[src/hw/dapc_consts.svh]
`ifndef DAPC_CONSTS_SVH
`define DAPC_CONSTS_SVH

`define DAPC_DATA_W 14
`define DAPC_ADDR_W 4
`define DAPC_REG_W 32
`define DAPC_NAP_W 8
`define DAPC_MODE_W 3

// register offsets (byte addresses)
`define DAPC_ADDR_CTRL 4'h0
`define DAPC_ADDR_NAP_WAKE 4'h4
`define DAPC_ADDR_STATUS 4'h8

// field positions
`define DAPC_CTRL_PD_BIT 0
`define DAPC_STAT_MODE_A_LSB 0
`define DAPC_STAT_MODE_B_LSB 3
`define DAPC_STAT_LIVE_A_BIT 6
`define DAPC_STAT_LIVE_B_BIT 7

// reset values
`define DAPC_CTRL_RESET 1'h0
`define DAPC_NAP_WAKE_RESET 8'h64

// timing: nap wake in sample clocks, sleep wake in milliseconds
`define DAPC_NAP_WAKE_CYCLES 100
`define DAPC_SLEEP_WAKE_MS 2
`define DAPC_CLK_KHZ 250000
`define DAPC_SLEEP_WAKE_CYCLES (`DAPC_SLEEP_WAKE_MS * `DAPC_CLK_KHZ)

`endif

[src/hw/dapc_pkg.sv]
package dapc_pkg;
  typedef enum logic [2:0] {
    DAPC_RUN,
    DAPC_NAP,
    DAPC_SLEEP,
    DAPC_WAKE_NAP,
    DAPC_WAKE_SLEEP
  } dapc_mode_e;
endpackage

[src/hw/dapc_chan_power.sv]
`include "dapc_consts.svh"

module dapc_chan_power #(
  parameter int SLEEP_CYCLES = `DAPC_SLEEP_WAKE_CYCLES,
  parameter int CNT_W = 20
) (
  input wire logic clk,
  input wire logic reset,
  input wire logic sample_tick,
  input wire logic power_down,
  input wire logic output_enable_n,
  input wire logic [`DAPC_NAP_W-1:0] nap_cycles,
  output dapc_pkg::dapc_mode_e mode,
  output logic live,
  output logic drive
);
  generate
    if (SLEEP_CYCLES < 1 || SLEEP_CYCLES >= (1 << CNT_W)) begin : g_bad
      $error("sleep wake count does not fit the counter");
    end
  endgenerate

  logic pd_q;
  logic oen_q;
  logic [`DAPC_NAP_W-1:0] nap_cnt;
  logic [CNT_W-1:0] sleep_cnt;
  dapc_pkg::dapc_mode_e next_mode;
  logic nap_done;
  logic sleep_done;

  // pins are levels taken on the channel's own sample clock
  always_ff @(posedge clk) begin
    if (reset) begin
      pd_q <= 1'b0;
      oen_q <= 1'b0;
    end else if (sample_tick) begin
      pd_q <= power_down;
      oen_q <= output_enable_n;
    end
  end

  assign nap_done = sample_tick &&
    (({1'b0, nap_cnt} + 9'h001) >= {1'b0, nap_cycles});
  assign sleep_done = (sleep_cnt == CNT_W'(SLEEP_CYCLES - 1));

  always_comb begin
    next_mode = mode;
    unique case (mode)
      dapc_pkg::DAPC_RUN: begin
        if (pd_q) next_mode = oen_q ? dapc_pkg::DAPC_SLEEP : dapc_pkg::DAPC_NAP;
      end
      dapc_pkg::DAPC_NAP: begin
        if (!pd_q) next_mode = dapc_pkg::DAPC_WAKE_NAP;
        else if (oen_q) next_mode = dapc_pkg::DAPC_SLEEP;
      end
      dapc_pkg::DAPC_SLEEP: begin
        if (!pd_q) next_mode = dapc_pkg::DAPC_WAKE_SLEEP;
        else if (!oen_q) next_mode = dapc_pkg::DAPC_NAP;
      end
      dapc_pkg::DAPC_WAKE_NAP: begin
        if (pd_q) next_mode = oen_q ? dapc_pkg::DAPC_SLEEP : dapc_pkg::DAPC_NAP;
        else if (nap_done) next_mode = dapc_pkg::DAPC_RUN;
      end
      dapc_pkg::DAPC_WAKE_SLEEP: begin
        if (pd_q) next_mode = oen_q ? dapc_pkg::DAPC_SLEEP : dapc_pkg::DAPC_NAP;
        else if (sleep_done) next_mode = dapc_pkg::DAPC_RUN;
      end
    endcase
  end

  always_ff @(posedge clk) begin
    if (reset) mode <= dapc_pkg::DAPC_RUN;
    else mode <= next_mode;
  end

  // nap wake counts sample clocks; sleep wake counts core clocks, since it is a time
  always_ff @(posedge clk) begin
    if (reset || mode != dapc_pkg::DAPC_WAKE_NAP) nap_cnt <= '0;
    else if (sample_tick) nap_cnt <= nap_cnt + 8'h01;
  end

  always_ff @(posedge clk) begin
    if (reset || mode != dapc_pkg::DAPC_WAKE_SLEEP) sleep_cnt <= '0;
    else sleep_cnt <= sleep_cnt + CNT_W'(1);
  end

  assign live = (mode == dapc_pkg::DAPC_RUN);
  assign drive = live && !oen_q;

  AST_SLEEP_ENTRY: assert property (@(posedge clk) disable iff (reset)
    sample_tick && power_down && output_enable_n && mode == dapc_pkg::DAPC_RUN
    |=> ##1 mode == dapc_pkg::DAPC_SLEEP)
    else $error("sleep not entered");

  AST_NAP_ENTRY: assert property (@(posedge clk) disable iff (reset)
    sample_tick && power_down && !output_enable_n && mode == dapc_pkg::DAPC_RUN
    |=> ##1 mode == dapc_pkg::DAPC_NAP)
    else $error("nap not entered");

  AST_RUN_HOLDS: assert property (@(posedge clk) disable iff (reset)
    !pd_q && mode == dapc_pkg::DAPC_RUN |=> mode == dapc_pkg::DAPC_RUN)
    else $error("run left without shutdown");

  AST_SLEEP_WAKE_TIME: assert property (@(posedge clk) disable iff (reset)
    $rose(mode == dapc_pkg::DAPC_RUN) && $past(mode) == dapc_pkg::DAPC_WAKE_SLEEP
    |-> $past(sleep_cnt) == CNT_W'(SLEEP_CYCLES - 1))
    else $error("sleep wake too short");

  AST_NAP_WAKE_TIME: assert property (@(posedge clk) disable iff (reset)
    $rose(mode == dapc_pkg::DAPC_RUN) && $past(mode) == dapc_pkg::DAPC_WAKE_NAP
    |-> ({1'b0, $past(nap_cnt)} + 9'h001) >= {1'b0, nap_cycles})
    else $error("nap wake too short");

  AST_LOW_POWER_QUIET: assert property (@(posedge clk) disable iff (reset)
    mode != dapc_pkg::DAPC_RUN |-> !drive)
    else $error("outputs live while powered down");
endmodule

[src/hw/dapc_bus_swap.sv]
`include "dapc_consts.svh"

module dapc_bus_swap #(
  parameter int W = `DAPC_DATA_W
) (
  input wire logic clk,
  input wire logic reset,
  input wire logic select,
  input wire logic [W-1:0] word_a,
  input wire logic [W-1:0] word_b,
  output logic [W-1:0] bus_first,
  output logic [W-1:0] bus_second
);
  generate
    if (W < 1) begin : g_bad
      $error("bus width must be positive");
    end
  endgenerate

  always_ff @(posedge clk) begin
    if (reset) begin
      bus_first <= '0;
      bus_second <= '0;
    end else begin
      bus_first <= select ? word_a : word_b;
      bus_second <= select ? word_b : word_a;
    end
  end

  AST_SWAP_HIGH: assert property (@(posedge clk) disable iff (reset)
    select |=> bus_first == $past(word_a) && bus_second == $past(word_b))
    else $error("select high mapping wrong");

  AST_SWAP_LOW: assert property (@(posedge clk) disable iff (reset)
    !select |=> bus_first == $past(word_b) && bus_second == $past(word_a))
    else $error("select low mapping wrong");
endmodule

[src/hw/dapc_top.sv]
// What this block does
// - Output enable high puts a channel's bus into high impedance; channel A's enable also releases the overflow.
// - Channel A and channel B each have their own output enable input.
// - Shutdown low keeps the channel converting normally.
// - Shutdown high with enable high sleeps the channel, reference off.
// - After sleep, data is invalid for milliseconds; receiver discards it.
// - Shutdown high with enable low naps the channel, reference kept on.
// - After nap, data valid after about 100 sample clocks.
// - Sleep or nap disables all outputs of that channel.
// - Each channel's power and enable follow only its own inputs, the common power down bit and the shared nap wake count.
// - Swap select high: channel A on first bus, B on second.
// - Swap select low: channel A on second bus, B on first.
// - Overflow flag disabled whenever channel A sleeps or naps.
// - Data ready clock disabled whenever channel B sleeps or naps.
`include "dapc_consts.svh"

module dapc_top #(
  parameter int SLEEP_CYCLES = `DAPC_SLEEP_WAKE_CYCLES,
  parameter int CNT_W = 20
) (
  input wire logic clk,
  input wire logic reset,
  input wire logic sample_clock_a,
  input wire logic sample_clock_b,
  input wire logic chan_a_power_down,
  input wire logic chan_b_power_down,
  input wire logic chan_a_output_enable_n,
  input wire logic chan_b_output_enable_n,
  input wire logic bus_swap_select,
  input wire logic [`DAPC_DATA_W-1:0] chan_a_result,
  input wire logic [`DAPC_DATA_W-1:0] chan_b_result,
  input wire logic chan_a_overrange,
  input wire logic chan_b_overrange,
  input wire logic [`DAPC_ADDR_W-1:0] reg_addr,
  input wire logic [`DAPC_REG_W-1:0] reg_wdata,
  input wire logic reg_write,
  input wire logic reg_read,
  output logic [`DAPC_REG_W-1:0] reg_rdata,
  output logic [`DAPC_DATA_W-1:0] output_bus_first,
  output logic output_bus_first_oe,
  output logic [`DAPC_DATA_W-1:0] output_bus_second,
  output logic output_bus_second_oe,
  output logic overflow_flag,
  output logic overflow_flag_oe,
  output logic data_ready_clock,
  output logic data_ready_clock_oe
);
  generate
    if (CNT_W < 1 || CNT_W > 31) begin : g_bad
      $error("counter width out of range");
    end
  endgenerate

  logic clk_a_q;
  logic clk_b_q;
  logic tick_a;
  logic tick_b;
  logic power_down_request;
  logic [`DAPC_NAP_W-1:0] nap_wake;
  logic [`DAPC_DATA_W-1:0] held_a;
  logic [`DAPC_DATA_W-1:0] held_b;
  logic over_a;
  logic over_b;
  dapc_pkg::dapc_mode_e mode_a;
  dapc_pkg::dapc_mode_e mode_b;
  logic live_a;
  logic live_b;
  logic drive_a;
  logic drive_b;
  logic [`DAPC_REG_W-1:0] next_rdata;

  // sample clocks are synchronous levels here; a rising edge marks a sample
  always_ff @(posedge clk) begin
    if (reset) begin
      clk_a_q <= 1'b0;
      clk_b_q <= 1'b0;
    end else begin
      clk_a_q <= sample_clock_a;
      clk_b_q <= sample_clock_b;
    end
  end

  assign tick_a = sample_clock_a && !clk_a_q;
  assign tick_b = sample_clock_b && !clk_b_q;

  // each channel has its own controller, fed by its own pins plus the shared power down and nap wake registers
  dapc_chan_power #(
    .SLEEP_CYCLES(SLEEP_CYCLES),
    .CNT_W(CNT_W)
  ) u_power_a (
    .clk(clk),
    .reset(reset),
    .sample_tick(tick_a),
    .power_down(chan_a_power_down || power_down_request),
    .output_enable_n(chan_a_output_enable_n),
    .nap_cycles(nap_wake),
    .mode(mode_a),
    .live(live_a),
    .drive(drive_a)
  );

  dapc_chan_power #(
    .SLEEP_CYCLES(SLEEP_CYCLES),
    .CNT_W(CNT_W)
  ) u_power_b (
    .clk(clk),
    .reset(reset),
    .sample_tick(tick_b),
    .power_down(chan_b_power_down || power_down_request),
    .output_enable_n(chan_b_output_enable_n),
    .nap_cycles(nap_wake),
    .mode(mode_b),
    .live(live_b),
    .drive(drive_b)
  );

  // results are held per channel at its own sample edge
  always_ff @(posedge clk) begin
    if (reset) begin
      held_a <= '0;
      over_a <= 1'b0;
    end else if (tick_a) begin
      held_a <= chan_a_result;
      over_a <= chan_a_overrange;
    end
  end

  always_ff @(posedge clk) begin
    if (reset) begin
      held_b <= '0;
      over_b <= 1'b0;
    end else if (tick_b) begin
      held_b <= chan_b_result;
      over_b <= chan_b_overrange;
    end
  end

  // swap select is taken every clock so that it can alternate per clock phase
  dapc_bus_swap #(
    .W(`DAPC_DATA_W)
  ) u_swap (
    .clk(clk),
    .reset(reset),
    .select(bus_swap_select),
    .word_a(held_a),
    .word_b(held_b),
    .bus_first(output_bus_first),
    .bus_second(output_bus_second)
  );

  // first bus pins belong to channel A's group, second to channel B's
  always_ff @(posedge clk) begin
    if (reset) begin
      output_bus_first_oe <= 1'b0;
      output_bus_second_oe <= 1'b0;
    end else begin
      output_bus_first_oe <= drive_a;
      output_bus_second_oe <= drive_b;
    end
  end

  // one shared overflow pin, owned by channel A's enable and power state
  always_ff @(posedge clk) begin
    if (reset) begin
      overflow_flag <= 1'b0;
      overflow_flag_oe <= 1'b0;
    end else begin
      overflow_flag <= over_a || over_b;
      overflow_flag_oe <= drive_a;
    end
  end

  // data ready clock is a two-cycle delayed copy of channel B's sample clock
  always_ff @(posedge clk) begin
    if (reset) begin
      data_ready_clock <= 1'b0;
      data_ready_clock_oe <= 1'b0;
    end else begin
      data_ready_clock <= clk_b_q;
      data_ready_clock_oe <= live_b;
    end
  end

  // control registers
  always_ff @(posedge clk) begin
    if (reset) begin
      power_down_request <= `DAPC_CTRL_RESET;
    end else if (reg_write && reg_addr == `DAPC_ADDR_CTRL) begin
      power_down_request <= reg_wdata[`DAPC_CTRL_PD_BIT];
    end
  end

  // a zero count is served as one sample clock
  always_ff @(posedge clk) begin
    if (reset) begin
      nap_wake <= `DAPC_NAP_WAKE_RESET;
    end else if (reg_write && reg_addr == `DAPC_ADDR_NAP_WAKE) begin
      nap_wake <= reg_wdata[`DAPC_NAP_W-1:0];
    end
  end

  always_comb begin
    next_rdata = '0;
    if (reg_read) begin
      unique case (reg_addr)
        `DAPC_ADDR_CTRL: next_rdata[`DAPC_CTRL_PD_BIT] = power_down_request;
        `DAPC_ADDR_NAP_WAKE: next_rdata[`DAPC_NAP_W-1:0] = nap_wake;
        `DAPC_ADDR_STATUS: begin
          next_rdata[`DAPC_STAT_MODE_A_LSB +: `DAPC_MODE_W] = mode_a;
          next_rdata[`DAPC_STAT_MODE_B_LSB +: `DAPC_MODE_W] = mode_b;
          next_rdata[`DAPC_STAT_LIVE_A_BIT] = live_a;
          next_rdata[`DAPC_STAT_LIVE_B_BIT] = live_b;
        end
        default: next_rdata = '0;
      endcase
    end
  end

  // read data stands for exactly the cycle after the strobe
  always_ff @(posedge clk) begin
    if (reset) reg_rdata <= '0;
    else reg_rdata <= next_rdata;
  end

  AST_OE_FIRST: assert property (@(posedge clk) disable iff (reset)
    chan_a_output_enable_n && tick_a |=> ##1 !output_bus_first_oe && !overflow_flag_oe)
    else $error("channel a outputs not released");

  AST_OE_SECOND: assert property (@(posedge clk) disable iff (reset)
    chan_b_output_enable_n && tick_b |=> ##1 !output_bus_second_oe)
    else $error("channel b outputs not released");

  AST_OVERFLOW_OFF: assert property (@(posedge clk) disable iff (reset)
    (mode_a == dapc_pkg::DAPC_NAP || mode_a == dapc_pkg::DAPC_SLEEP)
    |=> !overflow_flag_oe)
    else $error("overflow driven while channel a is down");

  AST_READY_CLOCK_OFF: assert property (@(posedge clk) disable iff (reset)
    !live_b |=> !data_ready_clock_oe)
    else $error("data ready clock driven while channel b is down");

  AST_READY_CLOCK_COPY: assert property (@(posedge clk) disable iff (reset)
    sample_clock_b |=> ##1 data_ready_clock)
    else $error("data ready clock does not follow channel b");

  AST_RECOVER_QUIET: assert property (@(posedge clk) disable iff (reset)
    !live_a ##1 !live_a |-> !output_bus_first_oe)
    else $error("first bus driven before recovery ends");

  AST_READ_ONE_CYCLE: assert property (@(posedge clk) disable iff (reset)
    !reg_read |=> reg_rdata == '0)
    else $error("read data outside its cycle");

  // a sample edge with enable low and no shutdown keeps the group driven
  AST_OE_FIRST_ON: assert property (@(posedge clk) disable iff (reset)
    tick_a && live_a && !chan_a_output_enable_n && !chan_a_power_down && !power_down_request
    |=> ##1 output_bus_first_oe && overflow_flag_oe)
    else $error("channel a outputs not driven while running");

  AST_OE_SECOND_ON: assert property (@(posedge clk) disable iff (reset)
    tick_b && live_b && !chan_b_output_enable_n && !chan_b_power_down && !power_down_request
    |=> ##1 output_bus_second_oe && data_ready_clock_oe)
    else $error("channel b outputs not driven while running");

  AST_SECOND_QUIET: assert property (@(posedge clk) disable iff (reset)
    !live_b |=> !output_bus_second_oe)
    else $error("second bus driven while channel b is down");

  AST_READY_CLOCK_ON: assert property (@(posedge clk) disable iff (reset)
    live_b |=> data_ready_clock_oe)
    else $error("data ready clock not driven while channel b runs");

  AST_COMMON_POWER_DOWN: assert property (@(posedge clk) disable iff (reset)
    tick_a && live_a && power_down_request |=> ##1 !live_a)
    else $error("common power down not taken by channel a");

  // both channels share the overflow pin, so either overrange sets it
  AST_OVERFLOW_OR: assert property (@(posedge clk) disable iff (reset)
    tick_a && tick_b |=> ##1 overflow_flag == $past(chan_a_overrange || chan_b_overrange, 2))
    else $error("overflow flag does not follow overrange");

  // latch edge, select taken a cycle later, bus shown a cycle after that
  AST_FIRST_FROM_A: assert property (@(posedge clk) disable iff (reset)
    tick_a ##1 bus_swap_select |=> output_bus_first == $past(chan_a_result, 2))
    else $error("first bus does not carry channel a");

  AST_SECOND_FROM_B: assert property (@(posedge clk) disable iff (reset)
    tick_b ##1 bus_swap_select |=> output_bus_second == $past(chan_b_result, 2))
    else $error("second bus does not carry channel b");

  AST_FIRST_FROM_B: assert property (@(posedge clk) disable iff (reset)
    tick_b ##1 !bus_swap_select |=> output_bus_first == $past(chan_b_result, 2))
    else $error("first bus does not carry channel b when swapped");

  AST_SECOND_FROM_A: assert property (@(posedge clk) disable iff (reset)
    tick_a ##1 !bus_swap_select |=> output_bus_second == $past(chan_a_result, 2))
    else $error("second bus does not carry channel a when swapped");

  // held words move only at their own sample edge
  AST_HELD_A_STEADY: assert property (@(posedge clk) disable iff (reset)
    !tick_a |=> held_a == $past(held_a))
    else $error("channel a word changed between sample edges");

  AST_HELD_B_STEADY: assert property (@(posedge clk) disable iff (reset)
    !tick_b |=> held_b == $past(held_b))
    else $error("channel b word changed between sample edges");

  AST_CTRL_WRITE: assert property (@(posedge clk) disable iff (reset)
    reg_write && reg_addr == `DAPC_ADDR_CTRL
    |=> power_down_request == $past(reg_wdata[`DAPC_CTRL_PD_BIT]))
    else $error("control write not taken");

  AST_NAP_WAKE_WRITE: assert property (@(posedge clk) disable iff (reset)
    reg_write && reg_addr == `DAPC_ADDR_NAP_WAKE
    |=> nap_wake == $past(reg_wdata[`DAPC_NAP_W-1:0]))
    else $error("nap wake write not taken");

  AST_CTRL_READ: assert property (@(posedge clk) disable iff (reset)
    reg_read && reg_addr == `DAPC_ADDR_CTRL
    |=> reg_rdata[`DAPC_CTRL_PD_BIT] == $past(power_down_request))
    else $error("control read wrong");

  AST_NAP_WAKE_READ: assert property (@(posedge clk) disable iff (reset)
    reg_read && reg_addr == `DAPC_ADDR_NAP_WAKE
    |=> reg_rdata[`DAPC_NAP_W-1:0] == $past(nap_wake))
    else $error("nap wake read wrong");

  AST_STATUS_LIVE: assert property (@(posedge clk) disable iff (reset)
    reg_read && reg_addr == `DAPC_ADDR_STATUS
    |=> reg_rdata[`DAPC_STAT_LIVE_A_BIT] == $past(live_a)
      && reg_rdata[`DAPC_STAT_LIVE_B_BIT] == $past(live_b))
    else $error("status live bits wrong");

  AST_STATUS_MODES: assert property (@(posedge clk) disable iff (reset)
    reg_read && reg_addr == `DAPC_ADDR_STATUS
    |=> reg_rdata[`DAPC_STAT_MODE_A_LSB +: `DAPC_MODE_W] == $past(mode_a)
      && reg_rdata[`DAPC_STAT_MODE_B_LSB +: `DAPC_MODE_W] == $past(mode_b))
    else $error("status mode fields wrong");

  AST_READ_UNMAPPED: assert property (@(posedge clk) disable iff (reset)
    reg_read && reg_addr != `DAPC_ADDR_CTRL && reg_addr != `DAPC_ADDR_NAP_WAKE
    && reg_addr != `DAPC_ADDR_STATUS |=> reg_rdata == '0)
    else $error("unmapped read not zero");
endmodule

[config.mk]
export PLATFORM = sky130hd
export DESIGN_NAME = dapc_top
export DESIGN_NICKNAME = d
export VERILOG_FILES = /design/src/hw/dapc_pkg.sv /design/src/hw/dapc_chan_power.sv /design/src/hw/dapc_bus_swap.sv /design/src/hw/dapc_top.sv
export VERILOG_INCLUDE_DIRS = /design/src /design/src/hw
export SDC_FILE = /design/constraint.sdc
export NUM_CORES = 1
export LEC_CHECK = 0
export ABC_AREA = 1
export BUFFER_PORTS_ARGS = -buffer_cell sky130_fd_sc_hd__buf_2
export CAP_MARGIN = 20
export CORE_ASPECT_RATIO = 0.9
export CORE_MARGIN = 5
export CORE_UTILIZATION = 30
export DETAILED_ROUTE_END_ITERATION = 10
export GPL_ROUTABILITY_DRIVEN = 1
export GPL_TIMING_DRIVEN = 0
export MAX_ROUTING_LAYER = met4
export PLACE_DENSITY_LB_ADDON = 0.05
export SLEW_MARGIN = 20
export SYNTH_ARGS = -nofsm -noshare
export SYNTH_HDL_FRONTEND = slang
export SYNTH_SLANG_ARGS = --single-unit
[constraint.sdc]
create_clock -name clk -period 2.35 [get_ports clk]
set_input_delay 0 -clock clk [delete_from_list [all_inputs] [get_ports clk]]
set_output_delay 0 -clock clk [all_outputs]
set_load 0.02 [all_outputs]
==> results.py, run 1 <==
metrics = {
    "sta": {
        "fmax_mhz": 446,
        "fin_crit_ps": 2240,
        "setup_viol": 0,
        "slew_violations": 0,
        "rsz0062_at_grt": "true",
        "slew-limit-headroom": 0.421,
        "hold_viol": 0,
        "finalCritPeriodShare": 0.953,
        "skew_ps": 12.6,
        "worstMarginPinSlew_ps": 862,
        "setup_tns_ps": 0,
    },
    "run": {
        "drv_cap": 0,
    },
    "worst_setup_path": {
        "regToRegSetupSlack_ps": 110,
        "endpoint_kind": "register",
        "worstPathRequired_ps": 2670,
        "crit_buf_inv": 0,
        "r2r_cells": 20,
        "cp_top_family": "simple AND/OR/NAND/NOR gates",
        "reg2reg_from": "u_power_b.nap_cnt[0]",
        "crit_chain": "ha_4 -> nand2_4 -> nor2_4 -> xor2_2 -> ha_1 -> nand2_1 -> nor2_1 -> o21ai_1 -> nand3_1 -> nand2_1 -> nand2_1 -> nand2_1 -> nand2_1 -> nand2_1 -> nand2_1 -> nand2_1 -> nand2_2 -> nand2_1 -> nand2_1 -> nor2_1",
        "cp_slowest_cell": "dfxtp_4",
        "cp_data_arrival_time_ps": 2560,
        "critPathLaunchType": "register",
        "crit_cells": 20,
        "worst-path-max-fanout": 4,
        "startpoint": "u_power_b.nap_cnt[0]",
        "crit_end": "u_power_b.mode[0]",
        "cpMostUsedCell": "nand2_1",
        "cpPeakStageDelay_ps": 360,
        "timing.rr.end": "u_power_b.mode[0]",
        "crit_type": "register to register",
    },
    "yosys": {
        "synthArstFlopShare": 0,
        "synth-edff-count": 0,
        "synth_top_area_frac": 0.442,
        "yosysMostFrequentCell": "nor2_1",
        "yosysUniqueCellTypes": 46,
        "synthCells": 910,
        "dominantRegCellSynth": "dfxtp_1",
        "ys.warnings.count": 0,
        "ys_top_cells_by_area": "dfxtp_1 (44%), nor2_1 (9.4%), nand2_1 (7.4%)",
        "synth_top_area_cell": "dfxtp_1",
        "netlist_area_um2": 6700,
        "synthTopCellsByCount": "nor2_1 (167), dfxtp_1 (148), nand2_1 (133), inv_1 (106), o21ai_0 (86)",
        "syn_area_per_cell_um2": 7.37,
        "ys_seq_area_frac": 0.442,
        "ys_seq_elements": 148,
    },
    "floorplan": {
        "dieArea_um2": 25400,
        "rows": 51,
        "start_util": 0.307,
        "die_w_um": 168,
        "die_h_um": 152,
        "core-area_um2": 21800,
        "ios": 143,
    },
    "clocking": {
        "cts_sinks": 148,
        "clockBufferDepth": 2,
        "clk_latency_ps": 430,
        "root_buffer": "clkbuf_16",
        "numCtsBuffers": 17,
        "cts_tree": "yes",
        "clk_pin_slew_ps": 70,
        "htreeDepth": 4,
    },
    "routing": {
        "vias": 6101,
        "finalWirelength_um": 18800,
        "drc": 0,
        "vias_per_cell": 4.33,
        "drt_iter0_markers": 274,
        "dr.pass1.iters": 5,
        "ant_nets": 0,
        "wl_per_cell_um": 13.3,
    },
    "finish": {
        "design_area_um2": 8890,
        "drive_above_1_share": 0.186,
        "finalCoreUtilization": 0.408,
        "syn2layout_area_growth_pct": 32.7,
        "antenna_cells": 0,
        "nets": 1201,
    },
    "pwr": {
        "power_frac_comb": 0.159,
        "intPower_mw": 4.48,
        "power.density_nw_per_um2": 730,
        "power.share.clock": 0.416,
        "p_total_mw": 6.50,
        "leakage_nw": 3.95,
        "netSwitchingFraction": 0.311,
        "power.switching_mw": 2.02,
        "ir_worst_vdd_mv": 0.438,
        "sequentialPowerShare": 0.425,
    },
    "placement": {
        "place.detailed.hpwl_um": 13600,
        "place_congestion": 0.812,
        "port_buffers": 93,
        "place_area_um2": 7620,
    },
    "global_route": {
        "grt_pass1_wl_um": 30700,
        "grt_antenna_before_repair": 0,
        "grt_pass1_vias": 6026,
        "overflow": 0,
        "grt_max_degree": 18,
        "grtUsageTotal": 0.153,
    },
    "worst_hold_path": {
        "hold_path_class": "input pin to register",
    },
    "run_status": {
        "status": "complete, no violations",
    },
}
## cell type report
type,instances,area [um^2]
flip-flops and latches,148,2980
repair buffers,152,1040
plain buffers,50,282
well taps,291,364
clock inverters,15,156
multi-input cells,625,3230
fillers,2367,12900
clock buffers,17,425
inverters,110,413
## logic make-up (layout without fill, tap and decap cells)
group                    count (synthesis)  count (layout)  share of synthesized area
adder cells (fa/ha/maj)                 20              20                     0.0373
AO/OA/AOI/OAI                          166             166                      0.134
flip-flops                             148             148                      0.442
other                                    1              24                   0.000559
AND/OR/NAND/NOR                        400             400                      0.263
buffers and inverters                  160             344                      0.104
XOR/XNOR                                15              15                     0.0196
## tightest hold or removal path: cells and delay by family
family / cells / cell delay, ps
AOI/OAI and AO/OA: 1 / 60
and+or+nand+nor: 1 / 230
buffers and inverters: 1 / 100
## state kept, by name, indices dropped and copies added (netlist names), 8 cells and up
register and flops:
reg_rdata 8, u_swap.bus_second 14, u_power_b.sleep_cnt 20, u_power_a.sleep_cnt 20
nap_wake 8, held_b 14, u_power_b.nap_cnt 8, held_a 14
u_swap.bus_first 14, u_power_a.nap_cnt 8
## layer usage
layer	GRT usage	wire length [um]
met2	0.242	8690
met5	-	0
met4	0.0444	185
met3	0.0298	512
met1	0.201	9360
## how the worst min path moves through the flow
stage,startpoint,to,slack [ps],cells after the start
after global placement,reg_wdata[2],nap_wake[2],220,3
after floorplan,sample_clock_a,clk_a_q,120,2
after global routing,reg_read,reg_rdata[6],40,3
final,reg_read,reg_rdata[6],20,3
after detailed placement,sample_clock_a,clk_a_q,230,3
after CTS,reg_read,reg_rdata[7],5,3
## through the flow
step,instances,setup slack [ps],hold slack [ps]
3_5_place_dp,1317,-52.4,228
2_1_floorplan,933,309,125
6_report,1408,110,21.8
5_1_grt,1408,-188,43.6
3_3_place_gp,1317,-108,224
4_1_cts,1404,3.70,4.87
## placed cells by master (no fill, tap or decap), drive strengths merged, types with 24 or more instances in the layout
| master | count |
|---|---|
| nor2 | 176 |
| dfxtp | 148 |
| nand2 | 138 |
| buf | 124 |
| inv | 118 |
| o21ai | 86 |
| a21oi | 58 |
| dlygate4sd3 | 53 |
| clkbuf | 42 |
| nand3 | 34 |
| nor3 | 28 |
| conb | 24 |
## power by group through the flow
stage               Clock (mW)  Combinational, mW  Sequential [mW]
finish                    2.70               1.04             2.76
global route              2.89               1.18             2.78
CTS                       2.79               1.03             2.76
detailed placement           0              0.961             2.82
global placement             0              0.971             2.82
floorplan                    0              0.617             2.87
## what timing repair did
item                       CTS  global route
setup endpoints to repair    3             5
hold buffers                53             0
cloned                       0             0
hold endpoints to repair    61             0
pin swaps                    2            15
setup buffers                2             4
resized for setup            4            30
(Power assumes the default switching activity.)
==> run 2: changes to the inputs <==
- CORE_UTILIZATION: 30 -> 55
==> run 2 against run 1 <==
Effect of this change:
- sequential power is essentially flat
- via count increased by 5.3%
- register-to-register slack hardly changed
- utilization grew 32 points
- power down 0.56%
- non-clock buffer count up 3
- final cell count down 9.1%
- clock power down 2%
==> results.py, run 2 (synthesis gave the netlist of run 1 again) <==
metrics = {
    "run_status": {
        "status": "complete, no violations",
    },
    "floorplan": {
        "dieArea_um2": 14500,
        "ios": 143,
        "rows": 38,
        "start_util": 0.559,
        "die_w_um": 126,
        "core-area_um2": 12000,
        "die_h_um": 115,
    },
    "finish": {
        "final_common_cell": "nor2_1",
        "antenna_cells": 0,
        "layout_common_cells": "nor2_1 (163), dfxtp_1 (142), nand2_1 (125), inv_1 (104), buf_2 (93)",
        "nets": 1204,
        "syn2layout_area_growth_pct": 30.8,
        "fillCellCount": 939,
        "drive_above_1_share": 0.188,
        "reg.largest.list": "u_power_a.sleep_cnt x20, u_power_b.sleep_cnt x20",
    },
    "sta": {
        "finalCritPeriodShare": 0.947,
        "fin_crit_ps": 2230,
        "skew_ps": 6.48,
        "hold_viol": 0,
        "timing.final.ws_setup_ps": 124,
        "slew-limit-headroom": 0.484,
        "setup_viol": 0,
        "fmax_mhz": 449,
        "setup_tns_ps": 0,
        "slew_violations": 0,
        "rsz0062_at_grt": "true",
        "worstMarginPinSlew_ps": 769,
    },
    "global_route": {
        "grtUsageTotal": 0.251,
        "grt_pass1_wl_um": 28600,
        "grt_pass1_vias": 6119,
        "grt_antenna_before_repair": 0,
        "grt_max_degree": 17,
        "overflow": 0,
    },
    "worst_setup_path": {
        "worstPathRequired_ps": 2660,
        "regToRegSetupSlack_ps": 120,
        "reg2reg_from": "u_power_b.nap_cnt[0]",
        "cpPeakStageDelay_ps": 370,
        "cp_slowest_cell": "dfxtp_4",
        "crit_type": "register to register",
        "cp_data_arrival_time_ps": 2540,
        "startpoint": "u_power_b.nap_cnt[0]",
        "critPathLaunchType": "register",
        "worst-path-max-fanout": 4,
        "endpoint_kind": "register",
        "crit_chain": "buf_6 -> nand3_2 -> nor2_1 -> inv_2 -> nand2_2 -> inv_2 -> ha_4 -> nand2_1 -> nor2_1 -> o21ai_1 -> nand3_1 -> nand2_1 -> nand2_1 -> nand2_1 -> nand2_2 -> nand2_2 -> nand2_2 -> nand2_2 -> nand2_2 -> nand2_1 -> nand2_1 -> nor2_1",
    },
    "pwr": {
        "intPower_mw": 4.55,
        "ir_worst_vdd_mv": 0.566,
        "power_frac_comb": 0.162,
        "sequentialPowerShare": 0.430,
        "power.share.clock": 0.409,
        "p_total_mw": 6.46,
        "power.switching_mw": 1.91,
        "leakage_nw": 3.97,
        "netSwitchingFraction": 0.295,
        "power.density_nw_per_um2": 737,
    },
    "placement": {
        "port_buffers": 93,
        "place.detailed.hpwl_um": 11800,
        "place_congestion": 0.897,
        "pre_cts_slack_ps": -126,
    },
    "clocking": {
        "clockBufferDepth": 2,
        "cts_tree": "yes",
        "htreeDepth": 4,
        "root_buffer": "clkbuf_16",
        "clk_latency_ps": 420,
        "cts_sinks": 148,
        "numCtsBuffers": 17,
        "clk_pin_slew_ps": 60,
    },
    "routing": {
        "dr.pass1.iters": 7,
        "drt_iter0_markers": 465,
        "finalWirelength_um": 17400,
        "vias": 6424,
        "vias_per_cell": 5.02,
        "drc": 0,
        "ant_nets": 0,
        "wl_per_cell_um": 13.6,
    },
    "run": {
        "drv_cap": 0,
    },
    "worst_hold_path": {
        "hold_path_class": "input pin to register",
        "hold_start": "reset",
    },
}
run 2: changes by cell type in the layout (fill, tap and decap cells not counted), sizes merged:
cell,before,now
buf,124,121
bufinv,0,1
clkinv,5,7
clkinvlp,2,1
dlygate4sd3,53,59
inv,118,116
run 2: what timing repair did:
item	4_1_cts	5_1_grt
gates cloned	0	0
buffers inserted	2	1
resized for setup	8	28
hold endpoints to repair	61	0
setup endpoints to repair	3	8
hold buffers	59	0
pin swaps	3	9
run 2: layer usage:
layer	vias to the layer above	share of wire	track usage
met3	40	0.053	0.0576
met2	197	0.49	0.418
met5	-	0	-
met4	0	0.023	0.0793
met1	2906	0.43	0.303
li1	3281	-	-
run 2: critical path, delay by kind of cell, from the launching register on:
kind / cells / cell delay, ps
compound gates: 1 / 60
fa+ha+maj: 1 / 250
flops: 1 / 370
simple gates: 17 / 1190
buf+inv: 3 / 230
run 2: path summary, 6_finish.rpt:
kind	to	depth (start not counted)
max	u_power_b.mode[0]	22
min	u_power_b.pd_q	2
max reg2reg	u_power_b.mode[0]	22
min reg2reg	data_ready_clock	2
run 2: power groups by stage:
stage | sequential [mW] | combinational, mW | clock [mW]
6_report | 2.77 | 1.05 | 2.64
5_1_grt | 2.79 | 1.18 | 2.76
4_1_cts | 2.77 | 1.02 | 2.66
3_5_place_dp | 2.83 | 0.932 | 0
3_3_place_gp | 2.83 | 0.926 | 0
2_1_floorplan | 2.87 | 0.617 | 0
run 2: through the flow:
stage	instances	cell area, um^2	hold WS, ps	utilization
finish	1280	8770	75.8	0.732
global route	1280	8770	104	0.732
CTS	1279	8650	60.5	0.722
detailed placement	1186	7450	224	0.622
global placement	1186	7450	219	0.622
floorplan	933	6790	125	-
run 2: area by class of cell:
class	instances	area [um^2]	area share
buffer	50	282	0.0321
clock buffer	17	425	0.0485
clock inverter	15	145	0.0166
inverter	110	413	0.0471
multi-input combinational	625	3250	0.370
sequential	148	2980	0.339
tap	160	200	0.0228
timing repair buffer	155	1080	0.123
